**src/include/tbpwm_defs.vh**
```
// register offsets, field positions, reset values and codes for the pwm timer
`ifndef TBPWM_DEFS_VH
`define TBPWM_DEFS_VH

// byte offsets on the apb bus
`define TBPWM_OFS_SC      8'h00
`define TBPWM_OFS_CNT     8'h04
`define TBPWM_OFS_MODH    8'h08
`define TBPWM_OFS_MODL    8'h0c
`define TBPWM_OFS_CH0SC   8'h10
`define TBPWM_OFS_CH0CMP  8'h14
`define TBPWM_OFS_CH1SC   8'h18
`define TBPWM_OFS_CH1CMP  8'h1c

// timer_status_control fields
`define TBPWM_SC_OVF      7
`define TBPWM_SC_OVIE     6
`define TBPWM_SC_HALT     5
`define TBPWM_SC_CRST     4
`define TBPWM_SC_PS_HI    2
`define TBPWM_SC_PS_LO    0

// channel status_control fields
`define TBPWM_CH_FLAG     7
`define TBPWM_CH_IE       6
`define TBPWM_CH_BUF      5
`define TBPWM_CH_UNBUF    4
`define TBPWM_CH_ELS_HI   3
`define TBPWM_CH_ELS_LO   2
`define TBPWM_CH_TOV      1
`define TBPWM_CH_MAX      0

// edge/level codes
`define TBPWM_ELS_NONE    2'h0
`define TBPWM_ELS_TOGGLE  2'h1
`define TBPWM_ELS_CLEAR   2'h2
`define TBPWM_ELS_SET     2'h3

// prescale codes
`define TBPWM_PS_INVALID  3'h7

// reset values
`define TBPWM_RST_MOD     16'hffff
`define TBPWM_RST_CNT     16'h0000
`define TBPWM_RST_PS      3'h0

`endif

```
**src/hw/tbpwm_timer.v**
```verilog
// two-channel prescaled modulo timer with compare, capture and pwm, apb slave
// Operation
// - buffer-mode bit links channels 0 and 1 onto the ch0 pin, ch0 first
// - buffered: written compare pair takes over at the next overflow
// - buffered: ch0 control governs output, ch1 control unused, ch1 pin free
// - buffer-mode bit wins over unbuffered-mode bit
// - mode select 0:1 unbuffered, 1:0 buffered compare/pwm
// - edge/level 1:0 clears on compare, 1:1 sets on compare
// - overflow-toggle clear means no overflow toggle, giving 0 percent duty
// - max-duty set with overflow-toggle clear gives 100 percent duty
// - overflow flag set on rollover to zero, interrupt if enabled
// - channel flag set per event, interrupt only when channel enabled
// - wait: timer runs, registers inaccessible, enabled request wakes cpu
// - stop: timer frozen with state kept, resumes on leaving stop
// - break halts counter and suppresses captures
// - break: flags clear only with break-clear enable; pending clears hold
// - overflow flag clears by read-with-flag-set then write 0
// - overflow interrupt enable gates overflow requests, reset clears it
// - halt bit stops counter, set by reset
// - halt bit inhibits captures
// - counter-reset bit clears counter and prescaler, self-clears, reads 0
// - each channel pin is capture or compare, only ch0 has a writable buffer-mode bit
// - prescale select divides by 1 to 64, code 111 invalid
// - modulo high write suppresses overflow flag until low write
//
// The register offsets and register access over APB were left to the implementer.
`timescale 1ns/1ps
`default_nettype none
`include "tbpwm_defs.vh"

module tbpwm_timer (
  input  wire        pclk,
  input  wire        presetn,
  input  wire        psel,
  input  wire        penable,
  input  wire        pwrite,
  input  wire [7:0]  paddr,
  input  wire [31:0] pwdata,
  output reg  [31:0] prdata,
  output wire        pready,
  output wire        pslverr,
  input  wire        wait_mode,
  input  wire        stop_mode,
  input  wire        break_active,
  input  wire        break_clear_enable,
  input  wire        ch0_pin_in,
  output wire        ch0_pin_out,
  output wire        ch0_pin_oe,
  input  wire        ch1_pin_in,
  output wire        ch1_pin_out,
  output wire        ch1_pin_oe,
  output wire        overflow_irq,
  output wire        ch0_irq,
  output wire        ch1_irq,
  output wire        timer_irq
);

  ////////////////////////////////////////////////////////////////////////////
  // bus decode

  wire        setup_ph;
  wire        acc_ph;
  wire        mapped;
  wire        bus_ok;
  wire        wr_acc;
  wire        rd_acc;
  wire        clr_allowed;
  reg         rd_flag_q;

  assign setup_ph = psel & ~penable;
  assign acc_ph   = psel & penable;
  assign mapped   = (paddr[1:0] == 2'h0) && (paddr <= `TBPWM_OFS_CH1CMP);
  assign bus_ok   = mapped & ~wait_mode;
  assign pready   = 1'b1;
  assign pslverr  = acc_ph & ~bus_ok;
  assign wr_acc   = acc_ph & pwrite & bus_ok;
  assign rd_acc   = acc_ph & ~pwrite & bus_ok;
  assign clr_allowed = ~break_active | break_clear_enable;

  ////////////////////////////////////////////////////////////////////////////
  // status/control and counter

  reg         ovf_q;
  reg         ovie_q;
  reg         halt_q;
  reg  [2:0]  ps_q;
  reg  [15:0] cnt_q;
  reg  [5:0]  presc_q;
  reg  [15:0] mod_q;
  reg         mod_lock_q;
  reg         ovf_arm_q;
  reg  [5:0]  ps_mask;
  wire        run;
  wire        tick;
  wire        ovf_evt;
  wire        crst;

  always @* begin
    case (ps_q)
      3'h0:    ps_mask = 6'h00;
      3'h1:    ps_mask = 6'h01;
      3'h2:    ps_mask = 6'h03;
      3'h3:    ps_mask = 6'h07;
      3'h4:    ps_mask = 6'h0f;
      3'h5:    ps_mask = 6'h1f;
      default: ps_mask = 6'h3f;
    endcase
  end

  assign run  = ~halt_q & ~stop_mode & ~break_active;
  // invalid prescale code never ticks rather than guessing a rate
  assign tick = run && (ps_q != `TBPWM_PS_INVALID) && ((presc_q & ps_mask) == ps_mask);
  assign ovf_evt = tick && (cnt_q == mod_q);
  assign crst = wr_acc && (paddr == `TBPWM_OFS_SC) && pwdata[`TBPWM_SC_CRST];

  always @(posedge pclk or negedge presetn) begin
    if (!presetn) begin
      cnt_q   <= `TBPWM_RST_CNT;
      presc_q <= 6'h00;
    end else if (crst) begin
      cnt_q   <= `TBPWM_RST_CNT;
      presc_q <= 6'h00;
    end else if (run) begin
      presc_q <= presc_q + 6'h01;
      if (ovf_evt) begin
        cnt_q <= `TBPWM_RST_CNT;
      end else if (tick) begin
        cnt_q <= cnt_q + 16'h0001;
      end
    end
  end

  always @(posedge pclk or negedge presetn) begin
    if (!presetn) begin
      ovie_q     <= 1'b0;
      halt_q     <= 1'b1;
      ps_q       <= `TBPWM_RST_PS;
      mod_q      <= `TBPWM_RST_MOD;
      mod_lock_q <= 1'b0;
    end else if (wr_acc) begin
      case (paddr)
        `TBPWM_OFS_SC: begin
          ovie_q <= pwdata[`TBPWM_SC_OVIE];
          halt_q <= pwdata[`TBPWM_SC_HALT];
          ps_q   <= pwdata[`TBPWM_SC_PS_HI:`TBPWM_SC_PS_LO];
        end
        `TBPWM_OFS_MODH: begin
          mod_q[15:8] <= pwdata[7:0];
          mod_lock_q  <= 1'b1;
        end
        `TBPWM_OFS_MODL: begin
          mod_q[7:0] <= pwdata[7:0];
          mod_lock_q <= 1'b0;
        end
        default: begin
          mod_lock_q <= mod_lock_q;
        end
      endcase
    end
  end

  // two-step overflow clear, new event voids it
  always @(posedge pclk or negedge presetn) begin
    if (!presetn) begin
      ovf_q     <= 1'b0;
      ovf_arm_q <= 1'b0;
    end else if (ovf_evt && !mod_lock_q) begin
      ovf_q     <= 1'b1;
      ovf_arm_q <= 1'b0;
    end else if (rd_acc && (paddr == `TBPWM_OFS_SC) && rd_flag_q && clr_allowed) begin
      ovf_arm_q <= 1'b1;
    end else if (wr_acc && (paddr == `TBPWM_OFS_SC) && clr_allowed) begin
      if (ovf_arm_q && !pwdata[`TBPWM_SC_OVF]) begin
        ovf_q <= 1'b0;
      end
      ovf_arm_q <= 1'b0;
    end
  end

  ////////////////////////////////////////////////////////////////////////////
  // buffered pair selection

  reg         act_sel_q;
  reg         nxt_sel_q;
  reg         nxt_sel_d;
  wire        buf_mode;
  wire [15:0] cmp0_w;
  wire [15:0] cmp1_w;

  // ch0 buffer bit links the pair
  assign buf_mode = ch[0].sc_q[`TBPWM_CH_BUF];
  assign cmp0_w   = ch[0].cmp_q;
  assign cmp1_w   = ch[1].cmp_q;

  always @* begin
    nxt_sel_d = nxt_sel_q;
    if (wr_acc && (paddr == `TBPWM_OFS_CH0CMP)) begin
      nxt_sel_d = 1'b0;
    end else if (wr_acc && (paddr == `TBPWM_OFS_CH1CMP)) begin
      nxt_sel_d = 1'b1;
    end
  end

  // last written pair wins at overflow
  always @(posedge pclk or negedge presetn) begin
    if (!presetn) begin
      act_sel_q <= 1'b0;
      nxt_sel_q <= 1'b0;
    end else if (!buf_mode) begin
      act_sel_q <= 1'b0;
      nxt_sel_q <= 1'b0;
    end else begin
      nxt_sel_q <= nxt_sel_d;
      if (ovf_evt) begin
        act_sel_q <= nxt_sel_d;
      end
    end
  end

  ////////////////////////////////////////////////////////////////////////////
  // channels

  wire [1:0] pin_in;
  wire [1:0] pin_out;
  wire [1:0] pin_oe;
  wire [1:0] ch_flag;
  wire [1:0] ch_ie;

  assign pin_in = {ch1_pin_in, ch0_pin_in};

  genvar g;
  generate
    for (g = 0; g < 2; g = g + 1) begin : ch
      reg  [6:0]  sc_q;
      reg  [15:0] cmp_q;
      reg         out_q;
      reg         flag_q;
      reg         arm_q;
      reg         s1_q;
      reg         s2_q;
      reg         s3_q;
      wire [7:0]  sc_ofs;
      wire [7:0]  cmp_ofs;
      wire [1:0]  els;
      wire        idle;
      wire        is_out;
      wire        is_cap;
      wire [15:0] cmp_use;
      wire        match;
      wire        edge_hit;
      wire        cap;
      wire        evt;
      wire        pulse_lvl;

      assign sc_ofs  = (g == 0) ? `TBPWM_OFS_CH0SC : `TBPWM_OFS_CH1SC;
      assign cmp_ofs = (g == 0) ? `TBPWM_OFS_CH0CMP : `TBPWM_OFS_CH1CMP;
      assign els     = sc_q[`TBPWM_CH_ELS_HI:`TBPWM_CH_ELS_LO];
      assign idle    = (g == 1) & buf_mode;
      assign is_out  = sc_q[`TBPWM_CH_UNBUF] | sc_q[`TBPWM_CH_BUF];
      assign is_cap  = ~is_out & (els != `TBPWM_ELS_NONE);
      assign cmp_use = (g == 0 && buf_mode && act_sel_q) ? cmp1_w : cmp_q;
      assign match   = tick && (cnt_q == cmp_use) && is_out && ~idle;
      assign edge_hit = (els[0] & s2_q & ~s3_q) | (els[1] & ~s2_q & s3_q);
      assign cap     = is_cap & ~idle & edge_hit & ~halt_q & ~stop_mode & ~break_active;
      assign evt     = match | cap;
      // pulse level is complement of compare action
      assign pulse_lvl = ~els[0];

      // pin synchroniser; first stage feeds only the second
      always @(posedge pclk or negedge presetn) begin
        if (!presetn) begin
          s1_q <= 1'b0;
          s2_q <= 1'b0;
          s3_q <= 1'b0;
        end else begin
          s1_q <= pin_in[g];
          s2_q <= s1_q;
          s3_q <= s2_q;
        end
      end

      always @(posedge pclk or negedge presetn) begin
        if (!presetn) begin
          sc_q <= 7'h00;
        end else if (wr_acc && (paddr == sc_ofs)) begin
          sc_q <= {pwdata[6], (g == 0) ? pwdata[5] : 1'b0, pwdata[4:0]};
        end
      end

      // capture beats a same-cycle software write
      always @(posedge pclk or negedge presetn) begin
        if (!presetn) begin
          cmp_q <= 16'h0000;
        end else if (cap) begin
          cmp_q <= cnt_q;
        end else if (wr_acc && (paddr == cmp_ofs)) begin
          cmp_q <= pwdata[15:0];
        end
      end

      always @(posedge pclk or negedge presetn) begin
        if (!presetn) begin
          flag_q <= 1'b0;
          arm_q  <= 1'b0;
        end else if (evt) begin
          flag_q <= 1'b1;
          arm_q  <= 1'b0;
        end else if (rd_acc && (paddr == sc_ofs) && rd_flag_q && clr_allowed) begin
          arm_q <= 1'b1;
        end else if (wr_acc && (paddr == sc_ofs) && clr_allowed) begin
          if (arm_q && !pwdata[`TBPWM_CH_FLAG]) begin
            flag_q <= 1'b0;
          end
          arm_q <= 1'b0;
        end
      end

      always @(posedge pclk or negedge presetn) begin
        if (!presetn) begin
          out_q <= 1'b1;
        end else if (els == `TBPWM_ELS_NONE) begin
          // preset level while the pin belongs to the port
          out_q <= ~sc_q[`TBPWM_CH_UNBUF];
        end else if (is_out && !idle) begin
          if (ovf_evt && sc_q[`TBPWM_CH_MAX]) begin
            // full duty by forcing pulse level
            out_q <= pulse_lvl;
          end else if (match && !sc_q[`TBPWM_CH_MAX]) begin
            case (els)
              `TBPWM_ELS_TOGGLE: out_q <= ~out_q;
              `TBPWM_ELS_CLEAR:  out_q <= 1'b0;
              `TBPWM_ELS_SET:    out_q <= 1'b1;
              default:           out_q <= out_q;
            endcase
          end else if (ovf_evt && sc_q[`TBPWM_CH_TOV]) begin
            out_q <= ~out_q;
          end
        end
      end

      assign pin_out[g] = out_q;
      assign pin_oe[g]  = is_out & ~idle & (els != `TBPWM_ELS_NONE);
      assign ch_flag[g] = flag_q;
      assign ch_ie[g]   = sc_q[`TBPWM_CH_IE];
    end
  endgenerate

  assign ch0_pin_out = pin_out[0];
  assign ch0_pin_oe  = pin_oe[0];
  assign ch1_pin_out = pin_out[1];
  assign ch1_pin_oe  = pin_oe[1];

  ////////////////////////////////////////////////////////////////////////////
  // requests and read data

  assign overflow_irq = ovf_q & ovie_q;
  assign ch0_irq      = ch_flag[0] & ch_ie[0];
  assign ch1_irq      = ch_flag[1] & ch_ie[1];
  // any enabled request wakes the cpu
  assign timer_irq    = overflow_irq | ch0_irq | ch1_irq;

  // read data is sampled in setup so it is stable for the access cycle
  always @(posedge pclk or negedge presetn) begin
    if (!presetn) begin
      prdata    <= 32'h00000000;
      rd_flag_q <= 1'b0;
    end else if (setup_ph && !pwrite && mapped && !wait_mode) begin
      rd_flag_q <= 1'b0;
      case (paddr)
        `TBPWM_OFS_SC: begin
          prdata    <= {24'h000000, ovf_q, ovie_q, halt_q, 1'b0, 1'b0, ps_q};
          rd_flag_q <= ovf_q;
        end
        `TBPWM_OFS_CNT:    prdata <= {16'h0000, cnt_q};
        `TBPWM_OFS_MODH:   prdata <= {24'h000000, mod_q[15:8]};
        `TBPWM_OFS_MODL:   prdata <= {24'h000000, mod_q[7:0]};
        `TBPWM_OFS_CH0SC: begin
          prdata    <= {24'h000000, ch_flag[0], ch[0].sc_q};
          rd_flag_q <= ch_flag[0];
        end
        `TBPWM_OFS_CH0CMP: prdata <= {16'h0000, cmp0_w};
        `TBPWM_OFS_CH1SC: begin
          prdata    <= {24'h000000, ch_flag[1], ch[1].sc_q};
          rd_flag_q <= ch_flag[1];
        end
        `TBPWM_OFS_CH1CMP: prdata <= {16'h0000, cmp1_w};
        default:           prdata <= 32'h00000000;
      endcase
    end else if (setup_ph) begin
      prdata    <= 32'h00000000;
      rd_flag_q <= 1'b0;
    end
  end

endmodule // tbpwm_timer

`default_nettype wire

```
**config.mk**
```make
export PLATFORM = sky130hd
export DESIGN_NAME = tbpwm_timer
export DESIGN_NICKNAME = d
export VERILOG_FILES = /design/src/hw/tbpwm_timer.v
export VERILOG_INCLUDE_DIRS = /design/src /design/src/include
export SDC_FILE = /design/constraint.sdc
export NUM_CORES = 1
export LEC_CHECK = 0
export ABC_CLOCK_PERIOD_IN_PS = 2430
export BUFFER_PORTS_ARGS = -buffer_cell sky130_fd_sc_hd__buf_2
export CORE_MARGIN = 2
export CORE_UTILIZATION = 35
export DETAILED_ROUTE_END_ITERATION = 10
export HOLD_SLACK_MARGIN = 0.08
export PLACE_DENSITY_LB_ADDON = 0.2
export SETUP_SLACK_MARGIN = 0.2
export SYNTH_ARGS = -nofsm -noshare
export SYNTH_HDL_FRONTEND = slang
export SYNTH_SLANG_ARGS = --single-unit
```
**constraint.sdc**
```tcl
create_clock -name pclk -period 2.43 [get_ports pclk]
set_input_delay 0.3645 -clock pclk [delete_from_list [all_inputs] [get_ports pclk]]
set_output_delay 0.3645 -clock pclk [all_outputs]
set_load 0.01 [all_outputs]
```
==> impl_metrics.toml, run 1 <==
[synth]
yosys-top-cells-count = "dfrtp_1 (103), nand2_1 (70), nor2_1 (56)"
ys_top_cells_by_area = "dfrtp_1 (37%), dfstp_2 (7.2%), mux2_2 (5.5%)"
synthCells = 713
yosysSeqAreaShare_pct = 44.5
yosysUniqueCellTypes = 62
synth-seq-cells = 122
async_flop_share_pct = 100
synth.largest_area_cell = "dfrtp_1"
synth_top_area_share_pct = 37.3
yosys_warnings = 0
syn_area_um2 = 6910
synth_edf_count = 0
synthesis.area_per_instance_um2 = 9.69
synth.most_common_cell = "dfrtp_1"
synthFlopType = "dfrtp_1"

[finish]
diodes = 0
num-fill-cells = 1851
nets = 874
syn_to_final_growth_pct = 28.0
drive_gt1_share_pct = 34.1

[timing]
slew_violations = 0
fin_crit_ns = 2.23
tns_ns = 0
relSlewSlack_pct = 61.7
hold_viol = 0
grt_setup_unrepaired = "true"
clock_skew_ns = 0.00680
setup_viol = 0
timing.fmax_ghz = 0.449
worst_pin_slew_ns = 0.575
finalCritPeriodShare_pct = 91.6

[power_and_ir_drop]
ir_drop_v = 0.000480
p_leak_nw = 3.92
power_w = 0.00503
power.density_nw_per_um2 = 569

[clocking]
cts_sinks = 122
root_buffer = "clkbuf_16"
clk_pin_slew_ns = 0.06
cts_buffer_depth = 2
clk_latency_ns = 0.42
cts_buffers = 17
cts_tree = "yes"
htreeDepth = 4

[drt]
ant_nets = 0
avgRoutedWirePerCell_um = 19.3
drt-initial-drc-count = 402
via_count = 5902
dr.pass1.iters = 5
routed_via_density = 5.38
drc = 0
finalWirelength_um = 21200

[placement]
hpwl_um = 15500
gp_congestion = 0.888
port-buffer-count = 59

[floorplan]
coreArea_um2 = 19400
die_x_um = 145
ios = 93
start_util_pct = 35.6
row_count = 51
dieHeight_um = 145
dieArea_um2 = 20900

[setup_path]
start_kind = "flip-flop"
cp_max_fo = 4
worstSetupPathType = "reg2reg"
cp.arrival_ns = 2.57
crit_required_ns = 2.78
end_kind = "flip-flop"

[outcome]
status = "complete, no violations"

[grt]
overflow = 0
grt_pass1_vias = 5768
grt.total_usage_pct = 21.1
grt_max_degree = 58
grt_pass1_wl_um = 32800
antenna_found_initial = 0

[flow_run]
maxCapViolCount = 0

[worst_hold_path]
hp-class = "in2reg"
[critical path, stage by stage (launching register included)]
cell and delay, ns:
dfrtp_2 0.44, xnor2_1 0.32, nand3_2 0.13, o32ai_2 0.26
nor2_1 0.08, a311oi_2 0.28, buf_4 0.20, and2_4 0.15
a41oi_1 0.11, a32oi_1 0.18
[flip-flops by register name (all words and copies together) (netlist names), 2 cells and up]
name	flops
ch.arm_q	2
ch.cmp_q	32
ch.flag_q	2
ch.s1_q	2
ch.s2_q	2
ch.s3_q	2
ch.sc_q	13
cnt_q	16
mod_q	16
prdata	16
presc_q	6
ps_q	3
[cells in the final DEF, fill, tap and decap left out, drive strengths merged, types with 10 or more instances in the layout]
cell type  instances
inv               15
a22o              12
xnor2             36
mux2              34
nand4             17
nand3             15
and3              10
dfrtp            103
conb              17
mux2i             36
a22oi             19
dfstp             19
a21oi             33
o21ai             40
nand2             72
a21o              10
xor2              18
nor2              60
nor3              16
buf              132
clkbuf            19
[routing by layer]
metal / global-route usage, % / up-vias / part of all wire [%]
met5: 0 / - / 0
met4: 7.51 / 0 / 2.7
met3: 4.70 / 42 / 5.6
met2: 33.2 / 193 / 47
met1: 28.7 / 2935 / 45
li1: - / 2732 / -
[cell type report]
class	instances	area, µm²	area share [%]
Clock inverter	13	144	1.63
Tap cell	265	332	3.75
Multi-Input combinational cell	531	3760	42.5
Sequential cell	122	3090	35.0
Timing Repair Buffer	135	1010	11.4
Clock buffer	19	453	5.12
Inverter	13	48.8	0.552
[what timing repair did]
action | in CTS | in global routing
pin swaps | 0 | 12
hold endpoints to repair | 27 | 0
resized for setup | 10 | 47
hold buffers | 3 | 0
buffers inserted | 0 | 10
endpoints found under the setup margin | 15 | 18
[cell families (layout without fill, tap and decap cells)]
| group | after synthesis | count (layout) | share of synthesized area [%] |
|---|---|---|---|
| adder cells (fa/ha/maj) | 3 | 3 | 0.543 |
| XOR/XNOR | 54 | 54 | 6.84 |
| multiplexers | 70 | 70 | 10.8 |
| flip-flops | 122 | 122 | 44.5 |
| buffers and inverters | 75 | 180 | 5.16 |
| AND/OR/NAND/NOR | 230 | 230 | 16.9 |
| AO/OA/AOI/OAI | 157 | 157 | 15.2 |
| other | 2 | 17 | 0.109 |
[power breakdown]
group | internal [W] | switching (W)
combinational | 0.000128 | 0.000200
sequential | 0.00209 | 0.0000628
clock | 0.00157 | 0.000985
total | 0.00379 | 0.00125
[through the flow]
stage	cells	hold slack [ns]	worst slack [ns]	util (%)	instance area (µm²)
after floorplan	728	0.0689	0.0938	-	6970
after global placement	1053	0.336	0.00933	40.7	7890
after detailed placement	1053	0.336	-0.00991	40.7	7890
after CTS	1088	0.241	0.178	44.1	8550
after global routing	1098	0.264	0.107	45.6	8840
final	1098	0.237	0.203	45.6	8840
[worst paths after layout]
check | cells past startpoint | slack, ns | startpoint | end
max in group asynchronous | 3 | 1.25 | presetn | mod_q[5]
min reg2reg | 0 | 0.35 | ch[0].s1_q | ch[0].s2_q
max | 9 | 0.20 | cnt_q[2] | ch0_pin_out
max reg2reg | 9 | 0.20 | cnt_q[2] | ch0_pin_out
min | 3 | 0.24 | pwdata[15] | ch[0].cmp_q[15]
min in group asynchronous | 2 | 0.45 | presetn | cnt_q[11]
Note: power is estimated with default switching activity, not from simulation.
==> run 2, diff against run 1 <==
PLACE_DENSITY_LB_ADDON = 0.1   (was 0.2)
==> run 2 against run 1 <==
  * Global-route usage is 0.55 points higher
  * Sequential cell count unchanged
  * Sequential power barely moved
  * Worst hold slack improved by 0.020 ns
  * Die area did not move
  * Sequential share of layout area is 0.28 points lower
  * Critical path depth up 2
  * Clock power is 3% higher
==> impl_metrics.toml, run 2 (synthesis results as in run 1) <==
[outcome]
status = "complete, no violations"

[floorplan]
dieHeight_um = 145
start_util_pct = 35.6
coreArea_um2 = 19400
die_x_um = 145
row_count = 51
dieArea_um2 = 20900
ios = 93

[drt]
drc = 0
wl_met2_um = 10100
highest_layer = "met4"
drt-initial-drc-count = 445
dr.pass1.iters = 5
wl_met3_um = 1180
routed_via_density = 5.32
finalWirelength_um = 21900
drt-met1-wl_um = 10100
ant_nets = 0
via_count = 5882
avgRoutedWirePerCell_um = 19.8

[clocking]
cts_buffers = 17
root_buffer = "clkbuf_16"
htreeDepth = 4
cts_buffer_depth = 2
cts_tree = "yes"
clk_latency_ns = 0.42
clk_pin_slew_ns = 0.06
cts_sinks = 122

[setup_path]
crit_required_ns = 2.78
end_kind = "flip-flop"
r2r-end = "ch0_pin_out"
path_cells = "buf_6 -> xnor2_4 -> nand3_2 -> buf_4 -> nor2_1 -> nand2_1 -> a311oi_2 -> buf_4 -> and2_4 -> a41oi_1 -> a32oi_1"
worst_path_most_repeated_cell = "buf_4"
reg2reg_slack_ns = 0.25
cp_slowest_stage_delay_ns = 0.49
cp_max_fo = 5
start_kind = "flip-flop"
cp.arrival_ns = 2.53
worstSetupPathType = "reg2reg"
timing.rr.start = "cnt_q[6]"
reg2reg_depth = 11
cp_slowest_cell = "dfrtp_2"

[timing]
relSlewSlack_pct = 62.1
fin_ws_ns = 0.247
hold_viol = 0
timing.fmax_ghz = 0.458
clock_skew_ns = 0.0116
worst_pin_slew_ns = 0.568
setup_viol = 0
finalCritPeriodShare_pct = 89.8
slew_violations = 0
grt_setup_unrepaired = "true"
fin_crit_ns = 2.18
tns_ns = 0

[finish]
largest_reg_flops = 32
regMostFlops = "ch.cmp_q"
final_common_cell = "dfrtp_1"
final_area_um2 = 8900
syn_to_final_growth_pct = 28.8
final_cell_mix = "dfrtp_1 (95), buf_4 (68), nand2_1 (67), buf_2 (58), nor2_1 (55)"
drive_gt1_share_pct = 33.5
diodes = 0
nets = 882

[power_and_ir_drop]
power_w = 0.00512
ir_drop_v = 0.000492
power.density_nw_per_um2 = 575
p_leak_nw = 3.99

[placement]
post_dp_cell_area_um2 = 7960
port-buffer-count = 59
hpwl_um = 16100
gp_congestion = 0.843
dpl_worst_slack_ns = 0.0387

[grt]
antenna_found_initial = 0
overflow = 0
grt_pass1_wl_um = 33500
grt_max_degree = 49
grt.total_usage_pct = 21.7
grt_pass1_vias = 5830

[worst_hold_path]
min_to = "ch[0].cmp_q[15]"
holdPathStages = 3
hp-class = "in2reg"
min_from = "pwdata[15]"

[flow_run]
maxCapViolCount = 0
==> run 2: repair_timing <==
action,CTS,global route
gates resized for setup,14,35
endpoints found under the hold margin,31,0
pin swaps,4,16
setup endpoints to repair,11,35
hold buffers,3,0
setup buffers,3,8
==> run 2: metrics by stage <==
step	hold slack [ns]	instances	util (%)
2_1_floorplan	0.0689	728	-
6_report	0.257	1106	45.9
4_1_cts	0.247	1098	44.6
3_5_place_dp	0.335	1060	41.0
5_1_grt	0.264	1106	45.9
3_3_place_gp	0.333	1060	41.0
==> run 2: cell type report <==
type / count / area [µm²]
inverters: 13 / 48.8
clock inverters: 7 / 115
flip-flops and latches: 122 / 3090
clock buffers: 25 / 495
repair buffers: 143 / 1080
multi-input cells: 531 / 3740
fillers: 1852 / 10500
well taps: 265 / 332
==> run 2: worst max path at each step <==
stage / start / endpoint
global placement: paddr[5] / cnt_q[13]
floorplan: paddr[5] / cnt_q[14]
detailed placement: paddr[5] / cnt_q[13]
global route: cnt_q[7] / ch1_pin_out
CTS: cnt_q[6] / ch0_pin_out
finish: cnt_q[6] / ch0_pin_out
==> run 2: layer usage <==
layer / vias up / GRT usage [%]
met5: - / 0
met4: 0 / 8.07
met3: 26 / 4.04
met2: 184 / 34.3
met1: 2938 / 29.6
li1: 2734 / -
==> run 2: critical path: cells and delay by family, from the launching register on <==
kind	cells	cell delay [ns]
buf+inv	3	0.50
simple gates	4	0.41
xor+xnor	1	0.15
compound gates	3	0.55
flops	1	0.49
==> run 2: power breakdown <==
| part | total (W) | internal, W | switching, W |
|---|---|---|---|
| logic | 0.000330 | 0.000128 | 0.000202 |
| clock network | 0.00263 | 0.00172 | 0.000915 |
| registers | 0.00215 | 0.00209 | 0.0000621 |
